**config.mk**
```make
export PLATFORM = sky130hd
export DESIGN_NAME = cgis_top
export DESIGN_NICKNAME = d
export VERILOG_FILES = /design/src/verilog/cgis_pkg.sv /design/src/verilog/cgis_clk_switch.sv /design/src/verilog/cgis_top.sv
export SDC_FILE = /design/constraint.sdc
export NUM_CORES = 1
export LEC_CHECK = 0
export BUFFER_PORTS_ARGS = -buffer_cell sky130_fd_sc_hd__buf_2
export CAP_MARGIN = 20
export CORE_AREA = 5 5 98 118
export CTS_BUF_LIST = sky130_fd_sc_hd__clkbuf_4
export DETAILED_ROUTE_END_ITERATION = 7
export DIE_AREA = 0 0 103 123
export PLACE_DENSITY = 0.4
export SYNTH_ARGS = -nofsm -noshare
export SYNTH_HDL_FRONTEND = slang
export SYNTH_SLANG_ARGS = --single-unit
export TNS_END_PERCENT = 50
```
**constraint.sdc**
```tcl
create_clock -name sys_clk_i -period 2.3 [get_ports sys_clk_i]
set_clock_uncertainty 0.1 [all_clocks]
set_input_delay 0 -clock sys_clk_i [delete_from_list [all_inputs] [get_ports sys_clk_i]]
set_output_delay 0 -clock sys_clk_i [all_outputs]
set_load 0.02 [all_outputs]
```
**src/verilog/cgis_pkg.sv**
```systemverilog
// Package with constants, layouts and types of the clock guard and integrity status block.
`default_nettype none

package cgis_pkg;

  // ------------------------------------------------------------------
  // Bus map
  // ------------------------------------------------------------------
  localparam logic [1:0] ICS_ADDR = 2'h0;
  localparam logic [7:0] ICS_RESET = 8'h00;
  localparam logic [7:0] UNMAPPED_DATA = 8'h00;

  // ------------------------------------------------------------------
  // Timing
  // ------------------------------------------------------------------
  localparam int CLK_PERIOD_NS = 25;
  // Main clock counts as lost after this time without an edge.
  localparam int MISS_TIME_NS = 2000;
  localparam logic [7:0] MISS_CYC =
    8'((MISS_TIME_NS + CLK_PERIOD_NS - 1) / CLK_PERIOD_NS);
  // Shortest level of the main clock that passes the spike filter.
  // It must exceed the two cycles that the pin voting already demands,
  // or the filter would reject nothing that the synchroniser lets by.
  localparam int FILT_TIME_NS = 100;
  localparam logic [3:0] FILT_CYC =
    4'((FILT_TIME_NS + CLK_PERIOD_NS - 1) / CLK_PERIOD_NS);
  // Clean main clock edges needed before leaving the safe clock.
  localparam logic [3:0] RECOVER_EDGES = 4'h8;

  // ------------------------------------------------------------------
  // Pin synchroniser slots
  // ------------------------------------------------------------------
  localparam int SYNC_W = 4;
  localparam int SY_MAIN = 0;
  localparam int SY_SAFE = 1;
  localparam int SY_VDD = 2;
  localparam int SY_PIN = 3;

  // ------------------------------------------------------------------
  // Types
  // ------------------------------------------------------------------
  typedef struct packed {
    logic monitor_source_select;
    logic supply_monitor_irq_enable;
    logic supply_monitor_flag;
    logic undervoltage_reset_flag;
    logic reserved;
    logic clock_fail_irq_enable;
    logic safe_clock_active_flag;
    logic watchdog_reset_flag;
  } cgis_ics_t;

  typedef enum logic [1:0] {
    CG_OFF = 2'b00,
    CG_MAIN = 2'b01,
    CG_SAFE = 2'b10
  } cgis_guard_state_t;

  typedef enum logic [1:0] {
    SRC_PIN = 2'b00,
    SRC_WDG = 2'b01,
    SRC_UV = 2'b10
  } cgis_reset_src_t;

endpackage

`default_nettype wire

```
**src/verilog/cgis_clk_switch.sv**
```systemverilog
// Glitch-free switch between the main and the safe clock levels.
`timescale 1ns/1ps
`default_nettype none

module cgis_clk_switch (
  input wire logic sys_clk_i,
  input wire logic rst_i,
  input wire logic main_lvl_i,
  input wire logic safe_lvl_i,
  input wire logic use_safe_i,
  input wire logic main_dead_i,
  input wire logic stop_i,
  output logic clk_o,
  output logic on_safe_o
);

  logic out_reg;
  logic out_next;
  logic sel_reg;
  logic sel_next;
  logic pending;
  logic cur_lvl;
  logic new_lvl;
  logic hold;

  // ------------------------------------------------------------------
  // Switch control
  // ------------------------------------------------------------------
  // The output is parked low before the source changes, and the new
  // source is taken only while it is low, so no pulse is cut short.
  // A dead main clock stuck high is forced low; that one high phase
  // is the price of leaving a clock that will never fall.
  always_comb begin
    pending = use_safe_i != sel_reg;
    cur_lvl = sel_reg ? safe_lvl_i : main_lvl_i;
    new_lvl = sel_reg ? main_lvl_i : safe_lvl_i;
    hold = sel_reg | ~main_dead_i;
    sel_next = sel_reg;
    out_next = cur_lvl;
    if (stop_i) begin
      out_next = 1'b0;
    end else if (pending) begin
      out_next = out_reg & cur_lvl & hold;
      if (!out_reg && !new_lvl) begin
        sel_next = use_safe_i;
      end
    end
  end

  always_ff @(posedge sys_clk_i) begin
    if (rst_i) begin
      out_reg <= 1'b0;
      sel_reg <= 1'b0;
    end else begin
      out_reg <= out_next;
      sel_reg <= sel_next;
    end
  end

  assign clk_o = out_reg;
  assign on_safe_o = sel_reg;

endmodule

`default_nettype wire

```
**src/verilog/cgis_top.sv**
```systemverilog
// Clock guard with safe clock fallback and the integrity control/status register.
//
// Our own choices: the placing of the registers and register access over Wishbone.
`timescale 1ns/1ps
`default_nettype none

module cgis_top (
  input wire logic sys_clk_i,
  input wire logic rst_i,
  input wire logic wb_cyc_i,
  input wire logic wb_stb_i,
  input wire logic wb_we_i,
  input wire logic [1:0] wb_adr_i,
  input wire logic wb_sel_i,
  input wire logic [7:0] wb_dat_i,
  output logic [7:0] wb_dat_o,
  output logic wb_ack_o,
  input wire logic main_osc_i,
  input wire logic safe_osc_i,
  input wire logic supply_cmp_vdd_i,
  input wire logic supply_cmp_pin_i,
  input wire logic pll_enable_i,
  input wire logic css_option_i,
  input wire logic lvd_option_i,
  input wire logic halt_i,
  input wire logic wait_i,
  input wire logic global_mask_i,
  input wire logic supply_irq_ack_i,
  input wire logic ext_reset_i,
  input wire logic wdg_reset_i,
  input wire logic lvd_reset_i,
  output logic processor_clock_o,
  output logic safe_osc_enable_o,
  output logic safe_clock_active_o,
  output logic clock_fail_irq_o,
  output logic supply_irq_o,
  output logic wake_o,
  output logic [1:0] reset_source_o
);

  // ------------------------------------------------------------------
  // Declarations
  // ------------------------------------------------------------------
  logic [cgis_pkg::SYNC_W-1:0] s1_reg;
  logic [cgis_pkg::SYNC_W-1:0] s2_reg;
  logic [cgis_pkg::SYNC_W-1:0] s3_reg;
  logic [cgis_pkg::SYNC_W-1:0] lvl_reg;
  logic [cgis_pkg::SYNC_W-1:0] lvl_next;

  logic filt_reg;
  logic filt_next;
  logic [3:0] filt_cnt_reg;
  logic [3:0] filt_cnt_next;
  logic main_edge;

  cgis_pkg::cgis_guard_state_t state_reg;
  cgis_pkg::cgis_guard_state_t state_next;
  logic [7:0] miss_reg;
  logic [7:0] miss_next;
  logic [3:0] edges_reg;
  logic [3:0] edges_next;
  logic main_dead;
  logic chip_reset;
  logic clk_lvl;
  logic on_safe;

  cgis_pkg::cgis_ics_t ics_reg;
  cgis_pkg::cgis_ics_t ics_next;
  cgis_pkg::cgis_ics_t wdat;
  logic pend_reg;
  logic pend_next;
  logic ack_reg;
  logic ack_next;
  logic [7:0] dat_reg;
  logic [7:0] dat_next;
  logic bus_take;
  logic hit;
  logic wr_take;
  logic rd_take;
  logic supply_sel;
  logic toggle;
  logic ie_rise;

  logic proc_clk_reg;
  logic safe_en_reg;
  logic safe_act_reg;
  logic cf_irq_reg;
  logic cf_irq_next;
  logic sm_irq_reg;
  logic sm_irq_next;
  logic wake_reg;
  logic wake_next;
  logic [1:0] src_reg;
  logic [1:0] src_next;

  // ------------------------------------------------------------------
  // Pin synchronisers
  // ------------------------------------------------------------------
  // A level is taken only when the second and third stages agree.
  genvar gi;
  generate
    for (gi = 0; gi < cgis_pkg::SYNC_W; gi++) begin : g_sync
      logic pin;
      always_comb begin
        case (gi)
          cgis_pkg::SY_MAIN: pin = main_osc_i;
          cgis_pkg::SY_SAFE: pin = safe_osc_i;
          cgis_pkg::SY_VDD: pin = supply_cmp_vdd_i;
          default: pin = supply_cmp_pin_i;
        endcase
        lvl_next[gi] = (s2_reg[gi] == s3_reg[gi]) ? s3_reg[gi] : lvl_reg[gi];
      end
      always_ff @(posedge sys_clk_i) begin
        if (rst_i) begin
          s1_reg[gi] <= 1'b0;
          s2_reg[gi] <= 1'b0;
          s3_reg[gi] <= 1'b0;
          lvl_reg[gi] <= 1'b0;
        end else begin
          s1_reg[gi] <= pin;
          s2_reg[gi] <= s1_reg[gi];
          s3_reg[gi] <= s2_reg[gi];
          lvl_reg[gi] <= lvl_next[gi];
        end
      end
    end
  endgenerate

  // ------------------------------------------------------------------
  // Main clock spike filter
  // ------------------------------------------------------------------
  // With the PLL on, a new level must stand for the minimum time
  // before it is accepted; without it the level passes directly.
  always_comb begin
    filt_next = filt_reg;
    filt_cnt_next = 4'h0;
    if (!pll_enable_i) begin
      filt_next = lvl_reg[cgis_pkg::SY_MAIN];
    end else if (lvl_reg[cgis_pkg::SY_MAIN] != filt_reg) begin
      filt_cnt_next = filt_cnt_reg + 4'h1;
      if (filt_cnt_next >= cgis_pkg::FILT_CYC) begin
        filt_next = lvl_reg[cgis_pkg::SY_MAIN];
        filt_cnt_next = 4'h0;
      end
    end
    main_edge = filt_next != filt_reg;
  end

  always_ff @(posedge sys_clk_i) begin
    if (rst_i) begin
      filt_reg <= 1'b0;
      filt_cnt_reg <= 4'h0;
    end else begin
      filt_reg <= filt_next;
      filt_cnt_reg <= filt_cnt_next;
    end
  end

  // ------------------------------------------------------------------
  // Clock guard
  // ------------------------------------------------------------------
  assign chip_reset = ext_reset_i | wdg_reset_i | lvd_reset_i;
  assign main_dead = miss_reg == cgis_pkg::MISS_CYC;

  always_comb begin
    state_next = state_reg;
    miss_next = miss_reg;
    edges_next = edges_reg;
    if (chip_reset) begin
      state_next = css_option_i ? cgis_pkg::CG_MAIN : cgis_pkg::CG_OFF;
      miss_next = 8'h00;
      edges_next = 4'h0;
    end else if (halt_i) begin
      state_next = state_reg;
    end else begin
      if (main_edge) begin
        miss_next = 8'h00;
      end else if (!main_dead) begin
        miss_next = miss_reg + 8'h01;
      end
      case (state_reg)
        cgis_pkg::CG_OFF: begin
          edges_next = 4'h0;
          if (css_option_i) begin
            state_next = cgis_pkg::CG_MAIN;
          end
        end
        cgis_pkg::CG_MAIN: begin
          edges_next = 4'h0;
          if (!css_option_i) begin
            state_next = cgis_pkg::CG_OFF;
          end else if (main_dead) begin
            state_next = cgis_pkg::CG_SAFE;
          end
        end
        cgis_pkg::CG_SAFE: begin
          if (!css_option_i) begin
            state_next = cgis_pkg::CG_OFF;
          end else if (main_dead) begin
            edges_next = 4'h0;
          end else if (main_edge) begin
            edges_next = edges_reg + 4'h1;
            if (edges_next == cgis_pkg::RECOVER_EDGES) begin
              state_next = cgis_pkg::CG_MAIN;
              edges_next = 4'h0;
            end
          end
        end
        default: begin
          state_next = cgis_pkg::CG_OFF;
        end
      endcase
    end
  end

  always_ff @(posedge sys_clk_i) begin
    if (rst_i) begin
      state_reg <= cgis_pkg::CG_OFF;
      miss_reg <= 8'h00;
      edges_reg <= 4'h0;
    end else begin
      state_reg <= state_next;
      miss_reg <= miss_next;
      edges_reg <= edges_next;
    end
  end

  cgis_clk_switch u_switch (
    .sys_clk_i(sys_clk_i),
    .rst_i(rst_i),
    .main_lvl_i(filt_reg),
    .safe_lvl_i(lvl_reg[cgis_pkg::SY_SAFE]),
    .use_safe_i(state_reg == cgis_pkg::CG_SAFE),
    .main_dead_i(main_dead),
    .stop_i(halt_i),
    .clk_o(clk_lvl),
    .on_safe_o(on_safe)
  );

  // ------------------------------------------------------------------
  // Register bus slave
  // ------------------------------------------------------------------
  // Writes and read side effects happen at the acknowledge edge, the
  // one edge at which the master is known to hold a stable request.
  always_comb begin
    bus_take = wb_cyc_i & wb_stb_i & ack_reg;
    hit = wb_adr_i == cgis_pkg::ICS_ADDR;
    wr_take = bus_take & wb_we_i & wb_sel_i & hit & ~halt_i;
    rd_take = bus_take & ~wb_we_i & hit & ~halt_i;
    wdat = cgis_pkg::cgis_ics_t'(wb_dat_i);
    ack_next = wb_cyc_i & wb_stb_i & ~ack_reg;
    dat_next = dat_reg;
    if (ack_next) begin
      dat_next = hit ? ics_reg : cgis_pkg::UNMAPPED_DATA;
    end
  end

  always_ff @(posedge sys_clk_i) begin
    if (rst_i) begin
      ack_reg <= 1'b0;
      dat_reg <= 8'h00;
    end else begin
      ack_reg <= ack_next;
      dat_reg <= dat_next;
    end
  end

  // ------------------------------------------------------------------
  // Integrity control/status register
  // ------------------------------------------------------------------
  always_comb begin
    ics_next = ics_reg;
    pend_next = pend_reg;
    supply_sel = ics_reg.monitor_source_select ?
      lvl_reg[cgis_pkg::SY_PIN] : lvl_reg[cgis_pkg::SY_VDD];
    toggle = 1'b0;
    ie_rise = 1'b0;
    if (!halt_i) begin
      if (wr_take) begin
        ics_next.monitor_source_select = wdat.monitor_source_select;
        ics_next.supply_monitor_irq_enable = wdat.supply_monitor_irq_enable;
        ics_next.clock_fail_irq_enable = wdat.clock_fail_irq_enable;
      end
      ics_next.supply_monitor_flag = lvd_option_i & supply_sel;
      toggle = ics_next.supply_monitor_flag != ics_reg.supply_monitor_flag;
      ie_rise = ics_next.supply_monitor_irq_enable &
        ~ics_reg.supply_monitor_irq_enable & ics_reg.supply_monitor_flag;
      // Safe flag: set while on the safe clock, so a set beats a read.
      if (!css_option_i) begin
        ics_next.safe_clock_active_flag = 1'b0;
      end else if (on_safe) begin
        ics_next.safe_clock_active_flag = 1'b1;
      end else if (rd_take && state_reg != cgis_pkg::CG_SAFE) begin
        ics_next.safe_clock_active_flag = 1'b0;
      end
    end
    if (supply_irq_ack_i) begin
      pend_next = 1'b0;
    end
    if ((toggle | ie_rise) & ics_next.supply_monitor_irq_enable & lvd_option_i) begin
      pend_next = 1'b1;
    end
    if (wr_take && !wdat.undervoltage_reset_flag) begin
      ics_next.undervoltage_reset_flag = 1'b0;
    end
    if (wr_take && !wdat.watchdog_reset_flag) begin
      ics_next.watchdog_reset_flag = 1'b0;
    end
    // Pin and watchdog resets leave the undervoltage flag alone.
    if (wdg_reset_i) begin
      ics_next.watchdog_reset_flag = 1'b1;
    end
    if (lvd_reset_i) begin
      ics_next.undervoltage_reset_flag = 1'b1;
      ics_next.watchdog_reset_flag = 1'b0;
    end
    ics_next.reserved = 1'b0;
  end

  always_ff @(posedge sys_clk_i) begin
    if (rst_i) begin
      ics_reg <= cgis_pkg::cgis_ics_t'(cgis_pkg::ICS_RESET);
      pend_reg <= 1'b0;
    end else begin
      ics_reg <= ics_next;
      pend_reg <= pend_next;
    end
  end

  // ------------------------------------------------------------------
  // Interrupt requests, wake-up and reset source
  // ------------------------------------------------------------------
  // Without the undervoltage option both flags carry no meaning; the
  // decode still runs and software must ignore it.
  always_comb begin
    cf_irq_next = ics_reg.safe_clock_active_flag & ics_reg.clock_fail_irq_enable &
      css_option_i & ~global_mask_i;
    sm_irq_next = pend_reg & ics_reg.supply_monitor_irq_enable &
      lvd_option_i & ~global_mask_i;
    wake_next = wait_i & ~halt_i & (cf_irq_next | sm_irq_next);
    if (ics_reg.undervoltage_reset_flag) begin
      src_next = cgis_pkg::SRC_UV;
    end else if (ics_reg.watchdog_reset_flag) begin
      src_next = cgis_pkg::SRC_WDG;
    end else begin
      src_next = cgis_pkg::SRC_PIN;
    end
  end

  always_ff @(posedge sys_clk_i) begin
    if (rst_i) begin
      cf_irq_reg <= 1'b0;
      sm_irq_reg <= 1'b0;
      wake_reg <= 1'b0;
      src_reg <= cgis_pkg::SRC_PIN;
      proc_clk_reg <= 1'b0;
      safe_en_reg <= 1'b0;
      safe_act_reg <= 1'b0;
    end else begin
      cf_irq_reg <= cf_irq_next;
      sm_irq_reg <= sm_irq_next;
      wake_reg <= wake_next;
      src_reg <= src_next;
      proc_clk_reg <= clk_lvl & ~halt_i;
      safe_en_reg <= css_option_i & ~halt_i;
      safe_act_reg <= on_safe;
    end
  end

  // ------------------------------------------------------------------
  // Outputs
  // ------------------------------------------------------------------
  assign wb_ack_o = ack_reg;
  assign wb_dat_o = dat_reg;
  assign processor_clock_o = proc_clk_reg;
  assign safe_osc_enable_o = safe_en_reg;
  assign safe_clock_active_o = safe_act_reg;
  assign clock_fail_irq_o = cf_irq_reg;
  assign supply_irq_o = sm_irq_reg;
  assign wake_o = wake_reg;
  assign reset_source_o = src_reg;

endmodule

`default_nettype wire

```
# == Word level (Yosys, flattened, before mapping) ==
# Index checks and enable logic that the tools add are counted.
# word_totals
reg_bits,63
latchBits,0
ramBits,0
romBits,0
inputBits,30
output_inout_bits,17
wordCells,179
mem_count,0
# classes
addsub,3
multipliers,0
div_mod_pow,0
order_cmp,1
eq_ne,23
shift,0
n_mux,42
bitwise_logic,40
n_reduce_logical,28
# op_table
cell,n
1-bit bitwise AND,27
2-bit two-way mux,13
8-bit two-way mux,3
1-bit two-way mux,20
4-bit two-way mux,4
"4-bit != test, second input constant",3
2-bit nonzero test,5
2-bit OR reduction,5
"4-bit by 1-bit adder with 4-bit output, second input constant",2
"8-bit by 1-bit adder with 8-bit output, second input constant",1
"8-bit by 7-bit equality test with 1-bit output, second input constant",1
1-bit NOT,8
4-bit case mux with 2 select lines,1
2-bit AND reduction,4
"2-bit != test, second input constant",3
"3-bit != test, second input constant",2
2-bit case mux with 3 select lines,1
6-bit AND reduction,1
1-bit bitwise OR,5
1-bit equality test,4
"4-bit equality test, second input constant",1
"4-bit by 3-bit greater-or-equal comparator with 1-bit output, second input constant",1
1-bit logical AND,4
1-bit zero test,4
other kinds (10),14

# == Depth between registers and ports, before layout ==
# Gate-level depths: netlist of run 1.
# depth
word_depth,15
mapped_depth,8
mapped_depth_nobuf,7

# == Cells and area by module ==
# From an unflattened synthesis of run 1, not the netlist that was laid out.
# hier_totals
hier_cells,272
area_unflattened_um2,2482.4
# by_module_without_submodules
module,n_inst,cells_per_inst,area_per_inst_um2,seq_area_each_um2
cgis_top,1,261,2381.0,1181.1
cgis_clk_switch,1,11,101.3,40.0

# == Worst setup path before layout of run 1 ==
# Ideal clock, no wire load.
# synth_path
kind,reg2reg
startpoint,register miss_reg[0]
endpoint,register state_reg[0]
setup_ns,0.062
t_arrival_ns,1.953
required_time_ns,2.138
slack_ns,0.185
path_stages_with_launch,9
n_path_buf,1
period_less_slack_ns,2.115
cell_sequence,dfxtp_1 -> inv_1 -> ha_1 -> and4bb_1 -> and3_1 -> buf_6 -> or3_1 -> or4b_1 -> nand3_1
# synth_between
elab_chain_cells,3
word_cells_on_any_way,4
cone_classes,eq/ne (3); reduce/logical (1)
# synth_rtl
element,line_no,source
from (decl),cgis_top.sv:58,logic [7:0] miss_reg;
from (signal assigned),cgis_top.sv:223,miss_reg <= miss_next;
8-bit by 7-bit equality test with 1-bit output (*),cgis_top.sv:163,assign main_dead = miss_reg == cgis_pkg::MISS_CYC;
4-bit != test (no line) or 4-bit by 3-bit != test with 1-bit output (tied branches),--,
6-bit AND reduction (no line) (*),--,
to (signal assigned),cgis_top.sv:218,state_reg <= cgis_pkg::CG_OFF;
to (signal assigned),cgis_top.sv:222,state_reg <= state_next;
to (decl),cgis_top.sv:56,cgis_pkg::cgis_guard_state_t state_reg;
# Mark *: on every way between the ends. The rest lies on a longest branch, timed or not.
# A chain may end at the register's enable or synchronous reset.

# == Worst setup path in the final report of run 1 ==
# layout_path
startpoint,input port wb_stb_i
endpoint,register dat_reg[2] (netlist: wb_dat_o[2])
# layout_between
elab_chain_cells,2
# layout_rtl
element,line_no,source
from (decl),cgis_top.sv:11,"input wire logic wb_stb_i,"
1-bit bitwise AND (2 in a row),cgis_top.sv:251,ack_next = wb_cyc_i & wb_stb_i & ~ack_reg;
to (signal assigned),cgis_top.sv:264,dat_reg <= dat_next;
to (decl),cgis_top.sv:74,logic [7:0] dat_reg;
# Every way passes these cells.

==> results of run 1 <==
## layer usage
layer	up-vias	track usage, %
met2	37	15.8
met4	0	5.10
li1	1160	-
met3	6	2.93
met5	-	0
met1	1032	13.4
## timing repair
| item | 4_1_cts | 5_1_grt |
|---|---|---|
| hold buffers | 35 | 0 |
| gates resized for setup | 0 | 1 |
| hold endpoints to repair | 31 | 0 |
| endpoints found under the setup margin | 0 | 2 |
## stage by stage
stage               cell area, um2  util (%)
floorplan                     2520         -
detailed placement            2860      27.6
global route                  3340      32.3
CTS                           3340      32.2
global placement              2860      27.6
finish                        3340      32.3
## layout by cell type, fill, tap and decap left out, types with 2 or more instances in the layout
cell / instances
nand2_1: 24
nand2b_1: 2
ha_1: 4
clkinv_1: 2
dlygate4sd3_1: 35
o22ai_1: 5
nand3b_1: 4
nor4b_1: 4
nor3_1: 7
buf_2: 42
mux2i_1: 4
o21ai_0: 16
nor3b_1: 2
buf_4: 4
o211ai_1: 2
clkbuf_4: 9
nand3_1: 21
and3_1: 6
a21oi_1: 23
nor2_1: 23
xnor2_1: 3
nor2b_1: 18
dfxtp_1: 61
a32oi_1: 2
conb_1: 3
xor2_1: 6
o41ai_1: 2
and2_1: 2
inv_1: 12
clkinv_2: 2
nor4_1: 2
## cell type report
cell class	instances	area [um2]	area share, %
sequential	61	1220	36.5
multi-input combinational	204	1200	35.9
timing repair buffer	81	591	17.7
tap	129	161	4.83
clock buffer	9	67.6	2.02
clock inverter	6	55.1	1.65
inverter	12	45.0	1.35
antenna	1	2.50	0.0749
## final timing paths
kind | cells after the start | slack (ns) | start | to
max | 8 | 0.10 | wb_stb_i | wb_dat_o[2]
min | 5 | 0.06 | wb_cyc_i | ics_reg[1]
max reg2reg | 7 | 0.17 | miss_reg[0] | state_reg[0]
min reg2reg | 1 | 0.34 | s1_reg[1] | s2_reg[1]
## cells by family (layout without fill, tap and decap cells)
group	count (synthesis)	count (layout)	share of synthesized area, %
other	1	4	0.149
adders and majority gates	4	4	1.99
and+or+nand+nor	124	124	26.1
AOI/OAI and AO/OA	59	59	13.9
muxes	5	5	2.04
DFF	61	61	48.7
buffers and inverters	24	108	4.04
xor gates and xnor gates	9	9	3.14
## worst reg2reg max path, delay by kind of cell, from the launching register on
| kind | cells | cell delay [ns] |
|---|---|---|
| flops | 1 | 0.41 |
| buf+inv | 1 | 0.07 |
| simple gates | 5 | 1.31 |
| fa+ha+maj | 1 | 0.19 |
## power groups by stage
stage / clock (W) / combinational [W] / sequential [W]
after floorplan: 0 / 0.0000601 / 0.00111
after global placement: 0 / 0.000109 / 0.00111
after detailed placement: 0 / 0.000108 / 0.00111
after CTS: 0.000757 / 0.000144 / 0.00109
after global routing: 0.000809 / 0.000159 / 0.00109
final: 0.000709 / 0.000143 / 0.00109
==> metrics.md, run 1 <==
| Metric | Value |
|---|---|
| Run status | completed |
| Clock sink count | 61 |
| Synth area leader | dfxtp_1 |
| Drc violations | 0 |
| CP required | 2.54 ns |
| Fin. max-slew vios | 0 |
| Critical path peak fanout | 7 |
| CTS tree | done |
| Worst setup path class | in2reg |
| DP Wirelength | 4.16 mm |
| Total power | 0.00194 W |
| Slew margin rel. | 59.6% |
| P_sw | 0.000476 W |
| Maximum clock frequency | 0.455 GHz |
| Largest net degree at the start of global routing | 27 |
| Reg power frac | 56.0% |
| Fill count | 1105 |
| Delay-heaviest family, CP | buffers and inverters |
| Clock root cell | clkbuf_4 |
| Nets | 403 |
| Post-synthesis sequential area ratio | 48.7% |
| Post-route ant nets | 0 |
| Crit. End Element | register |
| Htree depth | 3 |
| Drt wl/cell | 12.3 um |
| Clk pwr share | 36.6% |
| Unrepaired setup endpoints after global routing | false |
| Gr usage total | 10.4% |
| Number of synthesized flops with an enable pin | 0 |
| IO Pins | 47 |
| Initial Util | 24.2% |
| Worst hold margin | 0.0600 ns |
| Vias per cell | 4.44 |
| Die W | 103 um |
| Row cnt | 41 |
| Vias in the first global route | 2130 |
| Max incr delay on CP | 0.58 ns |
| Mapped Cells | 287 |
| First-pass DRT Iterations | 4 |
| Reg clk slew, reported paths | 0.10 ns |
| Routability cong. | 0.748 |
| Synthesized area | 2510 um2 |
| Placed cell count | 452 |
| VDD IR max | 245 uV |
| Final hold vios | 0 |
| Worst Tran Pin Value | 0.603 ns |
| Yosys warns | 0 |
| Crit-path cells | dlygate4sd3_1, buf_2, nand2_1, dlygate4sd3_1, nor2_1, nand3_1, dlygate4sd3_1, a21oi_1 |
| First-pass GRT wire length | 10.1 mm |
| Top_reg_cell synth | dfxtp_1 |
| Top cell type's share of synthesized area | 48.7% |
| Crit path buffers/inverters | 4 |
| Fin crit share | 95.6% |
| Final Worst Setup Slack | 0.100 ns |
| Commonest cells post-synth | dfxtp_1 (61), nand2_1 (24), a21oi_1 (23), nor2_1 (23), nand3_1 (21) |
| Most common cell in the netlist | dfxtp_1 |
| Metal2 WL | 2.85 mm |
| Netlist cell types | 47 |
| Area of the die | 12700 um2 |
| FF+latch count, synth | 61 |
| Final Setup Violations | 0 |
| Tmin final | 2.20 ns |
| Number of I/O port buffers | 42 |
| PwrDens | 580 nW/um2 |
| Layout cell share with drive strength beyond 1 | 16.9% |
| Comb pwr share | 7.4% |
| Internal | 0.00146 W |
| HP Class | in2reg |
| Post-synth ARST share | 0% |
| Met3 routed WL | 242 um |
| CP Launch Type | input port |
| Initial antenna violation count | 1 |
| Via Count | 2235 |
| Wire length on met1 | 2.96 mm |
| Core ar. | 10400 um2 |
| Grt ovf | 0 |
| Setup TNS | 0 ns |
| Switching fraction of total power | 24.6% |
| Critical-path top delay cell | dlygate4sd3_1 |
| Post-Layout Cell Count | 503 |
| Pleak | 1.35 nW |
| Post-Synthesis Mean Instance Area | 8.75 um2 |
| Buffer count from post-CTS setup fixing | 0 |
| Top post-synthesis cells by area | dfxtp_1 (49%), a21oi_1 (4.6%), nor2b_1 (4.5%) |
| Top sig layer | met4 |
| DR iter-0 viols | 58 |
| Maxcap violations | 0 |
| Crit path DAT | 2.44 ns |
| WL final | 6.16 mm |
| Die H | 123 um |
| Clk_lat worst skew | 0.39 ns |
| CP most frequent cell | dlygate4sd3_1 |
| TritonCTS buffer count | 9 |
| Synth-to-Final Area Change | 33.2% |
| Place WS | 0.197 ns |
| CTS Buffer Depth | 2 |
| Max reg flops | 8 |
No activity file was read; power rests on OpenSTA's default activity.
==> run 2, diff against run 1 <==
--- a/config.mk
+++ b/config.mk
@@ -11,6 +11,7 @@
 export CTS_BUF_LIST = sky130_fd_sc_hd__clkbuf_4
 export DETAILED_ROUTE_END_ITERATION = 7
 export DIE_AREA = 0 0 103 123
+export MAX_ROUTING_LAYER = met4
 export PLACE_DENSITY = 0.4
 export SYNTH_ARGS = -nofsm -noshare
 export SYNTH_HDL_FRONTEND = slang
==> metrics.md, run 2 (synthesis gave the netlist of run 1 again) <==
| Metric | Value |
|---|---|
| Run status | completed |
| CTS Buffer Depth | 2 |
| CP Launch Type | input port |
| Clock root cell | clkbuf_4 |
| Number of I/O port buffers | 42 |
| Grt ovf | 0 |
| Unrepaired setup endpoints after global routing | false |
| TritonCTS buffer count | 9 |
| Worst setup path class | in2reg |
| Fin crit share | 95.4% |
| Worst Tran Pin Value | 0.606 ns |
| Row cnt | 41 |
| Maximum clock frequency | 0.456 GHz |
| CP endpoint | wb_dat_o[2] |
| Post-route ant nets | 0 |
| Pleak | 1.35 nW |
| FF-to-FF path depth | 7 |
| DP Wirelength | 4.16 mm |
| Max incr delay on CP | 0.58 ns |
| Final Setup Violations | 0 |
| Final hold vios | 0 |
| Worst hold margin | 0.0554 ns |
| Gr usage total | 10.7% |
| Clk_lat worst skew | 0.40 ns |
| Nets | 403 |
| Htree depth | 3 |
| Core ar. | 10400 um2 |
| Vias per cell | 4.44 |
| VDD IR max | 245 uV |
| Initial Util | 24.2% |
| CTS tree | done |
| Critical path peak fanout | 7 |
| Clock sink count | 61 |
| Die W | 103 um |
| First-pass DRT Iterations | 4 |
| Maxcap violations | 0 |
| Setup TNS | 0 ns |
| Stages on worst setup path | 8 |
| Initial antenna violation count | 1 |
| Critical-path top delay cell | dlygate4sd3_1 |
| Slew margin rel. | 59.4% |
| Crit path from | wb_stb_i |
| DR iter-0 viols | 72 |
| Area of the die | 12700 um2 |
| Synth-to-Final Area Change | 33.2% |
| CP most frequent cell | dlygate4sd3_1 |
| PwrDens | 580 nW/um2 |
| CP required | 2.54 ns |
| Via Count | 2234 |
| Drc violations | 0 |
| FF-to-FF Start | miss_reg[0] |
| Commonest non-fill, non-tap cells in the layout | dfxtp_1 (61), buf_2 (42), dlygate4sd3_1 (35) |
| Delay-heaviest family, CP | buffers and inverters |
| Routability cong. | 0.758 |
| Vias in the first global route | 2130 |
| HP Class | in2reg |
| Crit path DAT | 2.44 ns |
| Buffer count from post-CTS setup fixing | 0 |
| IO Pins | 47 |
| Largest net degree at the start of global routing | 27 |
| R2R setup slack | 0.16 ns |
| Layout cell share with drive strength beyond 1 | 16.9% |
| Die H | 123 um |
| Fin. max-slew vios | 0 |
| Max reg flops | 8 |
| Tmin final | 2.20 ns |
| Drt wl/cell | 12.3 um |
| First-pass GRT wire length | 10.1 mm |
| Reg2reg end | state_reg[0] |
| Reg clk slew, reported paths | 0.10 ns |
| Commonest non-fill, non-tap cell in the layout | dfxtp_1 |
| WL final | 6.17 mm |
| Crit path buffers/inverters | 4 |
| Crit. End Element | register |
| Crit-path cells | dlygate4sd3_1, buf_2, nand2_1, dlygate4sd3_1, nor2_1, nand3_1, dlygate4sd3_1, a21oi_1 |
[run 2: cell counts in the layout (fill, tap and decap cells not counted)]
No cell type changed its count.
[run 2: through the flow]
stage	total power (W)	worst slack, ns	std cells	instance area [um2]	utilization, %
floorplan	0.00117	0.185	289	2520	-
global placement	0.00122	0.237	452	2860	27.6
detailed placement	0.00122	0.197	452	2860	27.6
CTS	0.00199	0.103	502	3340	32.2
global route	0.00206	0.0101	503	3340	32.3
finish	0.00194	0.105	503	3340	32.3
[run 2: worst reg2reg max path, delay by kind of cell (launching register included)]
kind / cells / cell delay, ns
adders and majority gates: 1 / 0.19
buffers and inverters: 1 / 0.07
DFF: 1 / 0.41
and+or+nand+nor: 5 / 1.31
[run 2: layer usage]
| metal | vias up | routed length [um] | track usage (%) |
|---|---|---|---|
| li1 | 1160 | - | - |
| met1 | 1028 | 2960 | 13.5 |
| met2 | 40 | 2840 | 15.7 |
| met3 | 6 | 255 | 2.93 |
| met4 | 0 | 107 | 5.10 |
| met5 | - | 0 | - |
[run 2: report_power, final]
part	total [W]	internal (W)	leakage, nW	switching, W
clock network	0.000711	0.000315	0.0666	0.000396
registers	0.00109	0.00107	0.495	0.0000120
logic	0.000143	0.0000729	0.786	0.0000698
total	0.00194	0.00146	1.35	0.000478
[run 2: how the worst min path moves through the flow]
| stage | start | endpoint | slack [ns] | depth (start not counted) |
|---|---|---|---|---|
| finish | wb_cyc_i | ics_reg[1] | 0.06 | 5 |
| global route | wdg_reset_i | state_reg[0] | 0.07 | 5 |
| CTS | wb_cyc_i | ics_reg[1] | 0.02 | 5 |
| detailed placement | global_mask_i | supply_irq_o | 0.10 | 2 |
| global placement | global_mask_i | supply_irq_o | 0.10 | 2 |
| floorplan | lvd_reset_i | ics_reg[0] | -0.03 | 1 |
[run 2: timing repair]
item,CTS,global route
gates resized for setup,0,1
setup endpoints to repair,0,2
hold buffers,35,0
hold endpoints to repair,31,0
[run 2: layout make-up]
| cell class | count | area (um2) |
|---|---|---|
| diodes | 1 | 2.50 |
| clock buffers | 9 | 67.6 |
| clock inverters | 6 | 55.1 |
| fillers | 1105 | 7020 |
| inverters | 12 | 45.0 |
| multi-input cells | 204 | 1200 |
| flip-flops and latches | 61 | 1220 |
| well taps | 129 | 161 |
| repair buffers | 81 | 591 |
==> run 3, diff against run 2 <==
--- a/config.mk
+++ b/config.mk
@@ -6,13 +6,12 @@
 export NUM_CORES = 1
 export LEC_CHECK = 0
 export BUFFER_PORTS_ARGS = -buffer_cell sky130_fd_sc_hd__buf_2
-export CAP_MARGIN = 20
-export CORE_AREA = 5 5 98 118
+export CORE_AREA = 5 5 67 81
 export CTS_BUF_LIST = sky130_fd_sc_hd__clkbuf_4
 export DETAILED_ROUTE_END_ITERATION = 7
-export DIE_AREA = 0 0 103 123
+export DIE_AREA = 0 0 72 86
 export MAX_ROUTING_LAYER = met4
-export PLACE_DENSITY = 0.4
+export PLACE_DENSITY = 0.78
 export SYNTH_ARGS = -nofsm -noshare
 export SYNTH_HDL_FRONTEND = slang
 export SYNTH_SLANG_ARGS = --single-unit
==> metrics.md, run 3 (synthesis gave the netlist of run 1 again) <==
| Metric | Value |
|---|---|
| Pleak | 1.31 nW |
| VDD IR max | 383 uV |
| TritonCTS buffer count | 9 |
| R2R setup slack | 0.21 ns |
| CTS tree | done |
| Met3 routed WL | 272 um |
| Worst hold margin | -0.0199 ns |
| Reg clk slew, reported paths | 0.10 ns |
| Critical-path top delay cell | dlygate4sd3_1 |
| Grt ovf | 0 |
| Row cnt | 27 |
| DR iter-0 viols | 194 |
| Maxcap violations | 0 |
| Largest net degree at the start of global routing | 31 |
| Initial Util | 55.4% |
| Crit path DAT | 2.37 ns |
| Register area | 1220 um2 |
| Critical path peak fanout | 7 |
| Vias in the first global route | 2276 |
| Final Setup Violations | 0 |
| DP Wirelength | 3.78 mm |
| Die W | 72 um |
| Reg2reg end | state_reg[0] |
| CTS Buffer Depth | 2 |
| Post-Layout Cell Count | 425 |
| Maximum clock frequency | 0.470 GHz |
| Max incr delay on CP | 0.58 ns |
| Run status | finished with violations |
| CP most frequent cell | dlygate4sd3_1 |
| Initial antenna violation count | 0 |
| PwrDens | 603 nW/um2 |
| Synth-to-Final Area Change | 27.5% |
| CP required | 2.54 ns |
| Gr usage total | 21.1% |
| Vias per cell | 5.41 |
| Max reg flops | 8 |
| Fin crit share | 92.5% |
| HP Class | in2reg |
| Antenna fix cells | 0 |
| Fin. max-slew vios | 0 |
| Failing checks | hold timing |
| CP Launch Type | input port |
| Top sig layer | met4 |
| Fill count | 367 |
| Die H | 86 um |
| First-pass GRT wire length | 10.0 mm |
| Crit. End Element | register |
| Layout cell share with drive strength beyond 1 | 17.7% |
| Hold_sp | wb_sel_i |
| Area of the multi-input gates | 1200 um2 |
| Placed cell count | 380 |
| Clock root cell | clkbuf_4 |
| Total power | 0.00193 W |
| Unrepaired setup endpoints after global routing | false |
| Via Count | 2300 |
| Drt wl/cell | 13.3 um |
| Hold Crit Endpoint | ics_reg[7] |
| Routability cong. | 0.802 |
| Clock sink count | 61 |
| Tmin final | 2.13 ns |
| FF-to-FF Start | miss_reg[0] |
| Commonest non-fill, non-tap cells in the layout | dfxtp_1 (61), buf_2 (42), dlygate4sd3_1 (30) |
| IO Pins | 47 |
| Wire length on met1 | 2.35 mm |
| Nets | 397 |
| Clk_lat worst skew | 0.40 ns |
| Post-route ant nets | 0 |
| Worst Tran Pin Value | 0.549 ns |
| Crit-path cells | dlygate4sd3_1, buf_2, nand2_1, dlygate4sd3_1, nor2_2, nand3_1, dlygate4sd3_1, a21oi_1 |
| Htree depth | 3 |
| Slew margin rel. | 63.1% |
| Hold Path Depth | 5 |
| First-pass DRT Iterations | 4 |
| FF-to-FF path depth | 7 |
| Core ar. | 4530 um2 |
| Commonest non-fill, non-tap cell in the layout | dfxtp_1 |
| Worst setup path class | in2reg |
| Metal2 WL | 2.85 mm |
| WL final | 5.67 mm |
| Area of the die | 6190 um2 |
| Number of I/O port buffers | 42 |
| Final hold vios | 2 |
| Buffer count from post-CTS setup fixing | 0 |
| Drc violations | 0 |
| Setup TNS | 0 ns |
run 3: cell types whose count changed in the layout (fill, tap and decap cells not counted), sizes merged:
| cell | previous run | this run |
|---|---|---|
| diode | 1 | 0 |
| clkbuf | 9 | 10 |
| dlygate4sd3 | 35 | 30 |
| clkinv | 4 | 3 |
| buf | 46 | 45 |
run 3: repair_timing:
action | 4_1_cts | 5_1_grt
hold buffers | 30 | 0
setup endpoints to repair | 0 | 1
hold endpoints to repair | 37 | 0
resized for setup | 0 | 2
run 3: how the worst max path moves through the flow:
stage | start | slack [ns] | end
after CTS | wb_stb_i | 0.12 | wb_dat_o[6]
after floorplan | miss_reg[0] | 0.18 | state_reg[0]
after global routing | miss_reg[0] | 0.08 | state_reg[0]
after detailed placement | miss_reg[0] | 0.23 | state_reg[0]
after global placement | miss_reg[0] | 0.24 | state_reg[0]
final | wb_stb_i | 0.17 | wb_dat_o[6]
run 3: area by class of cell:
cell class / instances / area share, %
flip-flops and latches: 61 / 38.2
clock buffers: 10 / 2.35
well taps: 58 / 2.27
multi-input cells: 204 / 37.5
inverters: 12 / 1.41
repair buffers: 75 / 16.7
clock inverters: 5 / 1.64
run 3: power breakdown:
part | total, W | internal (W) | switching [W]
Clock | 0.000702 | 0.000332 | 0.000370
Sequential | 0.00108 | 0.00107 | 0.0000115
Combinational | 0.000142 | 0.0000725 | 0.0000693
Total | 0.00193 | 0.00148 | 0.000451
run 3: per-layer routing:
layer	up-vias	track usage, %
met5	-	-
met1	1062	23.8
met2	68	34.2
li1	1152	-
met4	0	13.2
met3	18	3.99
run 3: worst max-delay path: cells and delay by family:
kind / cells / cell delay [ns]
buffers and inverters: 4 / 1.79
AOI/OAI and AO/OA: 1 / 0.13
and+or+nand+nor: 3 / 0.45
run 3: per-stage QoR:
step / util [%] / hold WS [ns] / area (um2) / setup WS, ns
floorplan: - / -0.0272 / 2520 / 0.185
global placement: 61.1 / 0.0969 / 2770 / 0.244
finish: 70.7 / -0.0199 / 3200 / 0.173
CTS: 70.6 / 0.0107 / 3190 / 0.121
global route: 70.7 / 0.00321 / 3200 / 0.0828
detailed placement: 61.1 / 0.104 / 2770 / 0.230
